$ cat config.mk
export PLATFORM = sky130hd
export DESIGN_NAME = ast_top
export DESIGN_NICKNAME = d
export VERILOG_FILES = /design/src/design/ast_pkg.sv /design/src/design/ast_tick_if.sv /design/src/design/ast_top.sv /design/src/design/ast_baud.sv
export SDC_FILE = /design/constraint.sdc
export NUM_CORES = 1
export LEC_CHECK = 0
export BUFFER_PORTS_ARGS = -buffer_cell sky130_fd_sc_hd__buf_2
export CORE_ASPECT_RATIO = 0.8
export CORE_UTILIZATION = 50
export DETAILED_ROUTE_END_ITERATION = 10
export PLACE_DENSITY = 0.67
export SLEW_MARGIN = 20
export SYNTH_ARGS = -nofsm -noshare
export SYNTH_HDL_FRONTEND = slang
export SYNTH_SLANG_ARGS = --single-unit
$ cat constraint.sdc
create_clock -name clk_i -period 110.2 [get_ports clk_i]
set_input_delay 22.04 -clock clk_i [delete_from_list [all_inputs] [get_ports clk_i]]
set_output_delay 22.04 -clock clk_i [all_outputs]
set_load 0.01 [all_outputs]
$ cat src/design/ast_pkg.sv
// Purpose: Constants and types for the async serial transceiver.
// Assumes: 100 MHz clock, classic Wishbone register access.
// Notes: Functional notes follow.
package ast_pkg;
    localparam logic [3:0] ADR_RXBUF = 4'h0;
    localparam logic [3:0] ADR_CTL1 = 4'h4;
    localparam logic [3:0] ADR_CTL2 = 4'h8;
    localparam logic [3:0] ADR_MSB = 4'hC;
    localparam logic [7:0] CTL1_RST = 8'h00;
    localparam logic [6:0] CTL2_RST = 7'h00;
    localparam int C1_RXE = 0;
    localparam int C1_TXE = 1;
    localparam int C1_ERE = 2;
    localparam int C1_LEN_LO = 3;
    localparam int C1_RATE_LO = 5;
    localparam int C2_RBF = 0;
    localparam int C2_TBE = 1;
    localparam int C2_FME = 2;
    localparam int C2_OVE = 3;
    localparam int C2_PRE = 4;
    localparam int C2_PEN = 5;
    localparam int C2_EVEN = 6;
    localparam int CLK_HZ = 100000000;
    localparam int OVS = 16;
    localparam int BAUD_TAB [8] = '{600, 1200, 2400, 9600, 19200, 38400,
        57600, 115200};
    typedef enum logic [1:0] {
        AST_LEN7 = 2'h0,
        AST_LEN8 = 2'h1,
        AST_LEN9 = 2'h2,
        AST_LENX = 2'h3
    } ast_len_t;
endpackage : ast_pkg

$ cat src/design/ast_tick_if.sv
// Purpose: Carries the oversample tick and rate selection.
// Assumes: One clock domain.
// Notes: Rate selection flows out, tick flows back.
`timescale 1ns/10ps
`default_nettype none
interface ast_tick_if;
    logic [2:0] rate;
    logic tick;
    modport src (input rate, output tick);
    modport dst (output rate, input tick);
endinterface : ast_tick_if
`default_nettype wire

$ cat src/design/ast_top.sv
// Purpose: Async serial transceiver with Wishbone register access.
// Assumes: Pins are synchronised here; slow clock mode is outside.
// Notes: Transmit has no holding stage beyond the shifter.
//
// Added by the designer: the placing of the registers and the Wishbone interface to the registers.
`timescale 1ns/10ps
`default_nettype none
module ast_top (
    input wire logic clk_i,
    input wire logic rst_i,
    input wire logic wb_cyc_i,
    input wire logic wb_stb_i,
    input wire logic wb_we_i,
    input wire logic [3:0] wb_adr_i,
    input wire logic [3:0] wb_sel_i,
    input wire logic [31:0] wb_dat_i,
    output logic [31:0] wb_dat_o,
    output logic wb_ack_o,
    input wire logic port_d_bit2_i,
    output logic port_d_bit3_o,
    output logic port_d_bit3_oe_n_o,
    input wire logic port_d_bit3_gpio_i,
    input wire logic port_d_bit3_gpio_oe_n_i,
    output logic serial_irq_o,
    output logic port_d_bit2_sel_o
);
    typedef enum logic [3:0] {
        TX_IDLE = 4'h1,
        TX_START = 4'h2,
        TX_DATA = 4'h4,
        TX_STOP = 4'h8
    } ast_tx_t;
    typedef enum logic [3:0] {
        RX_IDLE = 4'h1,
        RX_START = 4'h2,
        RX_DATA = 4'h4,
        RX_STOP = 4'h8
    } ast_rx_t;
    typedef struct packed {
        logic [31:0] dat;
        logic ack;
        logic [7:0] ctl1;
        logic [6:0] ctl2;
        logic [7:0] rxbuf;
        logic rxmsb;
        ast_tx_t txs;
        logic [3:0] txph;
        logic [3:0] txn;
        logic [10:0] txsh;
        logic txd;
        ast_rx_t rxs;
        logic [3:0] rxph;
        logic [3:0] rxn;
        logic [9:0] rxsh;
        logic [2:0] smp;
        logic s1;
        logic s2;
        logic s3;
        logic irq;
        logic p3;
        logic p3oe;
    } ast_st_t;
    ast_st_t s_r;
    ast_st_t s_nxt;
    logic pin_m;
    logic pin_s;
    logic tick;
    logic wr;
    logic rd;
    logic go;
    logic maj;
    logic [3:0] nbits;
    logic pen;
    logic par;
    logic [8:0] dbits;
    ast_tick_if tk ();
    ast_baud u_baud (
        .clk_i(clk_i),
        .rst_i(rst_i),
        .tk(tk)
    );
    assign tk.rate = s_r.ctl1[ast_pkg::C1_RATE_LO +: 3];
    assign tick = tk.tick;
    always_ff @(posedge clk_i) begin
        if (rst_i) begin
            pin_m <= 1'b1;
            pin_s <= 1'b1;
        end else begin
            pin_m <= port_d_bit2_i;
            pin_s <= pin_m;
        end
    end
    always_comb begin
        go = wb_cyc_i && wb_stb_i && !s_r.ack;
        wr = go && wb_we_i && wb_sel_i[0];
        rd = go && !wb_we_i;
        maj = (s_r.s1 & s_r.s2) | (s_r.s1 & s_r.s3) | (s_r.s2 & s_r.s3);
        dbits = 9'h000;
        par = 1'b0;
        case (s_r.ctl1[ast_pkg::C1_LEN_LO +: 2])
            ast_pkg::AST_LEN7: nbits = 4'h7;
            ast_pkg::AST_LEN8: nbits = 4'h8;
            ast_pkg::AST_LEN9: nbits = 4'h9;
            default: nbits = 4'h8;
        endcase
        pen = s_r.ctl2[ast_pkg::C2_PEN] && (nbits != 4'h9);
        s_nxt = s_r;
        s_nxt.ack = go;
        s_nxt.dat = 32'h00000000;
        if (rd) begin
            case (wb_adr_i)
                ast_pkg::ADR_RXBUF: s_nxt.dat = {24'h000000, s_r.rxbuf};
                ast_pkg::ADR_CTL1: s_nxt.dat = {24'h000000, s_r.ctl1};
                ast_pkg::ADR_CTL2: s_nxt.dat = {25'h0000000, s_r.ctl2};
                ast_pkg::ADR_MSB: s_nxt.dat = {31'h00000000, s_r.rxmsb};
                default: s_nxt.dat = 32'h00000000;
            endcase
        end
        if (rd && wb_adr_i == ast_pkg::ADR_RXBUF) begin
            s_nxt.ctl2[ast_pkg::C2_RBF] = 1'b0;
        end
        if (wr && wb_adr_i == ast_pkg::ADR_CTL1) begin
            s_nxt.ctl1 = wb_dat_i[7:0];
        end
        if (wr && wb_adr_i == ast_pkg::ADR_MSB) begin
            s_nxt.rxmsb = wb_dat_i[0];
        end
        if (wr && wb_adr_i == ast_pkg::ADR_CTL2) begin
            s_nxt.ctl2[6:5] = wb_dat_i[6:5];
            s_nxt.ctl2[4:2] = s_r.ctl2[4:2] & wb_dat_i[4:2];
        end
        // Transmit: shifted at tick/16 bit rate.
        if (s_r.txs == TX_IDLE) begin
            s_nxt.txd = 1'b1;
            if (wr && wb_adr_i == ast_pkg::ADR_RXBUF &&
                s_r.ctl1[ast_pkg::C1_TXE]) begin
                dbits = {s_r.rxmsb, wb_dat_i[7:0]};
                if (nbits == 4'h7) begin
                    dbits[8:7] = 2'b00;
                end else if (nbits == 4'h8) begin
                    dbits[8] = 1'b0;
                end
                par = ^dbits ^ !s_r.ctl2[ast_pkg::C2_EVEN];
                s_nxt.txsh = 11'h7FF;
                s_nxt.txsh[8:0] = dbits;
                if (pen) begin
                    s_nxt.txsh[nbits] = par;
                end
                s_nxt.txn = pen ? nbits + 4'h1 : nbits;
                s_nxt.ctl2[ast_pkg::C2_TBE] = 1'b0;
                s_nxt.txs = TX_START;
                s_nxt.txph = 4'h0;
            end
        end else if (tick) begin
            s_nxt.txph = s_r.txph + 4'h1;
            if (s_r.txph == 4'hF) begin
                case (s_r.txs)
                    TX_START: begin
                        s_nxt.txs = TX_DATA;
                        s_nxt.txd = s_r.txsh[0];
                        s_nxt.txsh = {1'b1, s_r.txsh[10:1]};
                        s_nxt.txn = s_r.txn - 4'h1;
                    end
                    TX_DATA: begin
                        s_nxt.txd = s_r.txsh[0];
                        s_nxt.txsh = {1'b1, s_r.txsh[10:1]};
                        s_nxt.txn = s_r.txn - 4'h1;
                        if (s_r.txn == 4'h0) begin
                            s_nxt.txs = TX_STOP;
                            s_nxt.txd = 1'b1;
                        end
                    end
                    default: begin
                        s_nxt.txs = TX_IDLE;
                        s_nxt.ctl2[ast_pkg::C2_TBE] = 1'b1;
                    end
                endcase
            end
        end
        if (s_r.txs == TX_START) begin
            s_nxt.txd = (tick && s_r.txph == 4'hF) ? s_r.txsh[0] : 1'b0;
        end
        if (!s_r.ctl1[ast_pkg::C1_TXE] && s_r.txs == TX_IDLE) begin
            s_nxt.ctl2[ast_pkg::C2_TBE] = 1'b1;
        end
        // Receive: three samples at phases 7..9.
        if (tick) begin
            s_nxt.s1 = pin_s;
            s_nxt.s2 = s_r.s1;
            s_nxt.s3 = s_r.s2;
        end
        if (!s_r.ctl1[ast_pkg::C1_RXE]) begin
            s_nxt.rxs = RX_IDLE;
        end else if (tick) begin
            s_nxt.rxph = s_r.rxph + 4'h1;
            case (s_r.rxs)
                RX_IDLE: begin
                    // falling edge sync
                    // Level detection would restart on a low stop bit.
                    if (!pin_s && s_r.s1) begin
                        s_nxt.rxs = RX_START;
                        s_nxt.rxph = 4'h1;
                    end
                end
                RX_START: begin
                    if (s_r.rxph == 4'hA) begin
                        if (!maj) begin
                            s_nxt.rxs = RX_DATA;
                            s_nxt.rxn = pen ? nbits + 4'h1 : nbits;
                        end else begin
                            s_nxt.rxs = RX_IDLE;
                        end
                    end
                end
                RX_DATA: begin
                    if (s_r.rxph == 4'hA) begin
                        s_nxt.rxsh = {maj, s_r.rxsh[9:1]};
                        s_nxt.rxn = s_r.rxn - 4'h1;
                        if (s_r.rxn == 4'h1) begin
                            s_nxt.rxs = RX_STOP;
                        end
                    end
                end
                RX_STOP: begin
                    if (s_r.rxph == 4'hA) begin
                        s_nxt.rxs = RX_IDLE;
                        dbits = 9'(s_r.rxsh >> (pen ? 4'h9 - nbits :
                            4'hA - nbits));
                        if (nbits == 4'h7) begin
                            dbits[8:7] = 2'b00;
                        end else if (nbits == 4'h8) begin
                            dbits[8] = 1'b0;
                        end
                        par = s_r.rxsh[9] ^ ^dbits;
                        s_nxt.rxbuf = dbits[7:0];
                        s_nxt.rxmsb = dbits[8];
                        if (!maj) begin
                            s_nxt.ctl2[ast_pkg::C2_FME] = 1'b1;
                        end
                        if (pen && (par != !s_r.ctl2[ast_pkg::C2_EVEN])) begin
                            s_nxt.ctl2[ast_pkg::C2_PRE] = 1'b1;
                        end
                        if (s_r.ctl2[ast_pkg::C2_RBF] && !(rd &&
                            wb_adr_i == ast_pkg::ADR_RXBUF)) begin
                            s_nxt.ctl2[ast_pkg::C2_OVE] = 1'b1;
                        end
                        s_nxt.ctl2[ast_pkg::C2_RBF] = 1'b1;
                    end
                end
                default: s_nxt.rxs = RX_IDLE;
            endcase
        end
        s_nxt.irq = (s_nxt.ctl1[ast_pkg::C1_RXE] &&
            (s_nxt.ctl2[ast_pkg::C2_RBF] || (s_nxt.ctl1[ast_pkg::C1_ERE]
            && |s_nxt.ctl2[4:2]))) || (s_nxt.ctl1[ast_pkg::C1_TXE] &&
            s_nxt.ctl2[ast_pkg::C2_TBE]);
        s_nxt.p3 = s_nxt.ctl1[ast_pkg::C1_TXE] ? s_nxt.txd :
            port_d_bit3_gpio_i;
        s_nxt.p3oe = s_nxt.ctl1[ast_pkg::C1_TXE] ? 1'b0 :
            port_d_bit3_gpio_oe_n_i;
    end
    always_ff @(posedge clk_i) begin
        if (rst_i) begin
            s_r <= '0;
            s_r.ctl1 <= ast_pkg::CTL1_RST;
            s_r.ctl2 <= ast_pkg::CTL2_RST | 7'h02;
            s_r.txs <= TX_IDLE;
            s_r.rxs <= RX_IDLE;
            s_r.txd <= 1'b1;
            s_r.s1 <= 1'b1;
            s_r.s2 <= 1'b1;
            s_r.s3 <= 1'b1;
            s_r.p3oe <= 1'b1;
        end else begin
            s_r <= s_nxt;
        end
    end
    assign wb_dat_o = s_r.dat;
    assign wb_ack_o = s_r.ack;
    assign serial_irq_o = s_r.irq;
    assign port_d_bit3_o = s_r.p3;
    assign port_d_bit3_oe_n_o = s_r.p3oe;
    assign port_d_bit2_sel_o = s_r.ctl1[ast_pkg::C1_RXE];
endmodule : ast_top
`default_nettype wire

$ cat src/design/ast_baud.sv
// Purpose: Sixteen-times oversample tick generator.
// Assumes: 100 MHz clock.
// Notes: Divisors round down; 115200 baud is off by under one percent.
`timescale 1ns/10ps
`default_nettype none
module ast_baud (
    input wire logic clk_i,
    input wire logic rst_i,
    ast_tick_if.src tk
);
    typedef struct packed {
        logic [15:0] cnt;
        logic tick;
    } ast_baud_st_t;
    ast_baud_st_t s_r;
    ast_baud_st_t s_nxt;
    logic [15:0] lim;
    always_comb begin
        // rate divisor, slow clock mode handled outside
        lim = 16'(ast_pkg::CLK_HZ / (ast_pkg::OVS *
            ast_pkg::BAUD_TAB[tk.rate]) - 1);
        s_nxt = s_r;
        s_nxt.tick = 1'b0;
        if (s_r.cnt >= lim) begin
            s_nxt.cnt = 16'h0000;
            s_nxt.tick = 1'b1;
        end else begin
            s_nxt.cnt = s_r.cnt + 16'h0001;
        end
    end
    always_ff @(posedge clk_i) begin
        if (rst_i) begin
            s_r <= '0;
        end else begin
            s_r <= s_nxt;
        end
    end
    assign tk.tick = s_r.tick;
endmodule : ast_baud
`default_nettype wire

# After elaboration in Yosys (flattened, before gate mapping)
# Memory sizes are Yosys's and may differ from the RTL's.
# Cells that the tools add are included.
[word_totals]
regBits = 128
mem_bits_ro = 256
in_bits = 48
elab_cells = 206
mem_count = 1
[op_classes]
addsub = 9
n_div = 1
magnitude_cmp = 4
n_eq_ne = 26
shifts = 1
muxes = 75
bitwise = 11
n_reduce_logical = 51
[memory_table]
columns = ["name", "depth", "word_bits", "rd", "rd_clocked_by_memory_dff", "wr", "line_no", "source"]
rows = [
  ["(no name shown)", 8, 32, 1, 0, 0, "ast_baud.sv:21", "ast_pkg::BAUD_TAB[tk.rate]) - 1);"],
]
[ops]
columns = ["op", "count"]
rows = [
  ["2-to-1 mux 28 bit", 2],
  ["2-to-1 mux 24 bit", 2],
  ["2-to-1 mux 4 bit", 11],
  ["2-to-1 mux 10 bit", 4],
  ["2-to-1 mux 1 bit", 36],
  ["divider 28 x 32 -> 32 bit, first input constant", 1],
  ["case mux 16 bit (2 select lines)", 1],
  ["case mux 8 bit (4 select lines)", 1],
  ["equality test 4 bit, second input constant", 6],
  ["case mux 4 bit (2 select lines)", 3],
  ["2-to-1 mux 23 bit", 1],
  ["logical AND 1 bit", 21],
  ["2-to-1 mux 3 bit", 7],
  ["XOR reduction 9 bit", 2],
  ["adder 16 x 1 -> 16 bit, second input constant", 1],
  ["equality test 4 x 3 -> 1 bit, second input constant", 4],
  [">= comparator 16 bit", 1],
  ["2-to-1 mux 16 bit", 1],
  ["case mux 4 bit (4 select lines)", 1],
  ["AND reduction 4 bit", 4],
  ["subtractor 16 x 2 -> 16 bit, second input constant", 1],
  ["2-to-1 mux 14 bit", 1],
  ["adder 4 x 1 -> 4 bit, second input constant", 3],
  ["equality test 4 x 1 -> 1 bit, second input constant", 3],
  ["33 further kinds", 60],
]

# Longest topological paths before layout
[logic_depth]
depth_word = 26
depth_mapped = 295
ltp_nobuf = 271

# Modules after synthesis
# Synthesis repeated with hierarchy kept, for this count alone.
[unflattened]
cells_unflattened = 2826
hier_area_um2 = 20017.9
[modules_own_cells]
columns = ["mod", "instances", "cells_per_inst", "area_each_um2"]
rows = [
  ["ast_baud", 1, 2290, 15537.4],
  ["ast_top", 1, 536, 4480.5],
]

# Worst setup path before layout
# Ideal clock, no wire load.
[synth_timing]
path_type = "register -> register"
startpoint = "register s_r[76] in the netlist's numbering"
endpoint = "register u_baud.s_r[10] in the netlist's numbering"
t_arrival_ns = 49.038
path_slack_ns = 61.097
path_stages_with_launch = 283
synth_period_minus_slack_ns = 49.103
path_cell_list = "dfxtp_1 > clkinv_1 > nor2_1 > nor2_1 > clkinv_1 > clkbuf_1 > clkbuf_1 > clkbuf_1 > ha_1 > nor4b_4 > o221a_1 > clkbuf_1 > and3_1 > ha_1 > a21oi_1 > o21ai_0 > a31o_2 > a21o_1 > [247 not listed] > nand2b_1 > a21oi_1 > nor2b_1 > o21ai_0 > nand2b_1 > a21oi_1 > nor2b_1 > o21ai_0 > nand2b_1 > a21oi_1 > nor2b_1 > o21ai_0 > nand2b_1 > a21oi_1 > nand2b_1 > clkbuf_1 > clkbuf_1 > nor2_1"
[synth_between]
elab_chain_len = 8
[synth_rtl]
columns = ["element", "line_no", "source"]
rows = [
  ["start, declared", "ast_top.sv:63", "ast_st_t s_r;"],
  ["start signal, assigned", "ast_top.sv:275", "s_r <= s_nxt;"],
  ["NOT 3 -> 4 bit (implied by the code)", "ast_baud.sv:21", ""],
  ["memory (8 x 32 bit)", "n/a", ""],
  ["2-to-1 mux 28 bit (implied by the code) (2 in a row)", "ast_baud.sv:21", ""],
  ["divider 28 x 32 -> 32 bit", "ast_baud.sv:20", "lim = 16'(ast_pkg::CLK_HZ / (ast_pkg::OVS *"],
  ["subtractor 16 x 2 -> 16 bit", "ast_baud.sv:21", ""],
  [">= comparator 16 bit", "ast_baud.sv:24", "if (s_r.cnt >= lim) begin"],
  ["OR reduction 2 bit (no line)", "n/a", ""],
  ["end signal, assigned", "ast_baud.sv:35", "s_r <= s_nxt;"],
  ["end, declared", "ast_baud.sv:15", "ast_baud_st_t s_r;"],
]
# No other way between the ends. The select of a mux whose other input is x is not followed.
# A chain may end at the register's enable or synchronous reset.

# Worst setup path after layout
[layout_timing]
startpoint = "register s_r[76] in the netlist's numbering"
endpoint = "register u_baud.s_r[4] in the netlist's numbering"
# The elaborated chain is that of the path after synthesis.

==> key figures <==
Run
  – MaxCap Viol Count: 0

Worst setup path
  – Delay-heaviest family, CP: compound AO/OA/AOI/OAI gates
  – Worst setup EP type: flop
  – Crit path kind: flop to flop
  – Worst Path Max Fanout: 25
  – Slowest-stage cell, CP: or4_1
  – Worst path most repeated cell: a21oi_1
  – Buf/Inv on CP: 11
  – Worst EP arrival: 59840 ps
  – Data required, critical path: 110470 ps
  – Startpoint types: flop
  – CP peak stage delay: 870 ps

Yosys
  – Gate Count Post-Synth: 2872
  – Syn Area/Cell: 7.102 sq um
  – Synth area leaders: ha_1 14%, dfxtp_1 10%, nor2_1 6.1%
  – Distinct cells, synth: 117
  – Synth warnings: 0
  – Synth area leader: ha_1
  – Mapped Area: 20400 sq um
  – Post-synth EDFFs: 0
  – Most used DFF post-synth: dfxtp_1
  – Async S/R FF share, synth: 0
  – Sequential-to-total area share from yosys stat: 0.1011
  – Yosys top cell area share: 0.1417
  – Synth Register Bits: 103

Floorplan
  – Ports: 85
  – Die area: 41610 sq um
  – Row count: 65
  – Die Y: 182.7 um
  – DIE WIDTH: 227.8 um
  – Initial Util: 0.5119
  – Core Area: 39850 sq um

Route
  – Initial DRT Pass Iterations: 6
  – DR vias: 21.99k
  – Avg WL per Cell: 20.89 um
  – Initial drt markers: 2247
  – Final wirelength: 70410 um
  – Post-DRT Antenna Nets: 0
  – Vias per cell: 6.525
  – DRC Markers: 0

Hold path
  – HP Class: flop to flop

Global route
  – Gr usage total: 0.3268
  – GR Overflow Total: 0
  – Vias in the first global route: 20.03k
  – Largest net degree at the start of global routing: 77
  – Global-route wire length before repair: 110300 um
  – Initial antenna violation count: 0

Timing
  – Post-route clock period utilization: 0.5405
  – Slew at the pin with the worst max-slew slack: 1089 ps
  – Fin Clk Skew: 8.003 ps
  – Rel. slew slack: 0.2738
  – Pins over their slew limit: 0
  – Hold slack: 418.0 ps
  – Final-report hold violation count: 0
  – Top achievable clock speed: 0.01679 GHz
  – Fin crit period: 59560 ps
  – RSZ-0062 raised after global routing: no
  – Setup TNS: 0 ps
  – Final setup fails: 0

Clock network
  – Clk root buf: clkbuf_16
  – CTS tree: built
  – Inserted Clock Buffers: 9
  – Clk sink count: 103
  – CTS-repair resized insts: 0
  – Post-CTS Repair Setup Buffers: 0
  – H-tree levels: 3
  – CTS Hold Buffers Added: 0
  – Clk slew on worst S/H paths: 70 ps
  – Clk buf depth: 2
  – Clock Latency Late Sink: 350 ps

Cells and area
  – Share of layout cells above drive strength 1: 0.07833
  – Final core utilization: 0.5324
  – Inserted Diodes: 0
  – Area delta synth->final: 4.005%
  – Post-Layout Cell Count: 3370
  – Layout Nets: 3111
  – Multi-input gate area: 17400 sq um
  – Fill count: 3909
  – Register area: 2062 sq um

Status
  – Status: completed

Place
  – Number of I/O port buffers: 33
  – Routability cong.: 1.003
  – Dpl hpwl: 53980 um
  – Placed cells: 3354
-- synth_stat cells, drive strengths merged (9+ instances only) --
| cell | number |
|---|---|
| xnor2 | 124 |
| buf | 64 |
| a22oi | 12 |
| nand2b | 64 |
| a31oi | 39 |
| nand4 | 41 |
| and2 | 37 |
| o21bai | 9 |
| nand3 | 83 |
| dfxtp | 103 |
| and3 | 47 |
| nor4 | 18 |
| a211o | 18 |
| nor2b | 47 |
| nand2 | 248 |
| a211oi | 44 |
| mux2 | 35 |
| or3 | 16 |
| o21ai | 202 |
| nor2 | 336 |
| nor3 | 82 |
| a21o | 78 |
| o21a | 59 |
| or2 | 18 |
| a31o | 16 |
| nor4b | 10 |
| o31a | 10 |
| ha | 231 |
| o211ai | 30 |
| xor2 | 56 |
| a2111oi | 14 |
| a21oi | 240 |
| inv | 86 |
| o22ai | 9 |
| or4 | 11 |
| a311oi | 14 |
| clkbuf | 85 |
| a21boi | 16 |
| o31ai | 32 |
| mux2i | 62 |
-- area by class of cell --
class	instances	area share
Multi-Input combinational cell	2556	0.8202
Clock buffer	12	0.01209
Timing Repair Buffer	68	0.02017
Inverter	91	0.01622
Clock inverter	4	0.002477
Tap cell	536	0.03161
Sequential cell	103	0.09719
-- worst register-to-register path: cells and delay by family (launching register included) --
| kind | cells | cell delay, ps |
|---|---|---|
| AO/OA/AOI/OAI | 133 | 29450 |
| buffers and inverters | 11 | 2330 |
| XOR/XNOR | 3 | 580 |
| AND/OR/NAND/NOR | 84 | 19290 |
| multiplexers | 1 | 290 |
| adder cells (fa/ha/maj) | 23 | 7270 |
| flip-flops | 1 | 310 |
-- metal layers --
layer / GRT usage / vias to the layer above / wire [um] / part of all wire
met3: 0.04344 / 126 / 6235 / 0.089
met2: 0.5068 / 923 / 29690 / 0.42
met1: 0.4735 / 10438 / 32890 / 0.47
met4: 0.07784 / 0 / 1591 / 0.023
li1: - / 10502 / - / -
met5: 0 / - / 0 / 0
-- logic make-up after synthesis --
family	after synthesis	synth area share
xor+xnor	180	0.07765
fa+ha+maj	235	0.1451
other cells	1	0.0001838
buf+inv	240	0.05220
simple gates	1099	0.2695
mux	98	0.05122
flops	103	0.1011
compound gates	916	0.3030
-- worst paths after layout --
| check | startpoint | end | slack [ps] | depth (start not counted) |
|---|---|---|---|---|
| hold / removal | pin_m | pin_s | 420 | 1 |
| setup / recovery | s_r[76] | u_baud.s_r[4] | 50640 | 255 |
| hold reg to reg | pin_m | pin_s | 420 | 1 |
| setup reg to reg | s_r[76] | u_baud.s_r[4] | 50640 | 255 |
-- cell usage in the layout, fill, tap and decap left out, types with 47 or more instances in the layout --
cell type,count
o21a_1,59
nand3_1,82
dfxtp_1,103
and3_1,47
ha_1,231
nor3_1,79
nand2_1,247
a21oi_1,234
xnor2_1,124
mux2i_1,61
a21o_1,77
nor2_1,332
xor2_1,55
inv_1,84
nand2b_1,64
o21ai_0,188
-- registers in the layout (all words and copies together), names as in the netlist --
name	count
port_d_bit3_o	1
wb_ack_o	1
pin_m	1
pin_s	1
u_baud.tk.tick	1
port_d_bit2_sel_o	1
port_d_bit3_oe_n_o	1
wb_dat_o	8
u_baud.s_r	16
s_r	71
serial_irq_o	1
-- metrics by stage --
step | setup slack [ps] | instance area (sq um)
2_1_floorplan | 61100 | 20500
3_3_place_gp | 52980 | 20900
3_5_place_dp | 51930 | 20900
4_1_cts | 51650 | 21210
5_1_grt | 45820 | 21220
6_report | 50640 | 21220
Power is not shown: default switching activity piles up to over one toggle a cycle in this logic, so the estimate is an artifact.
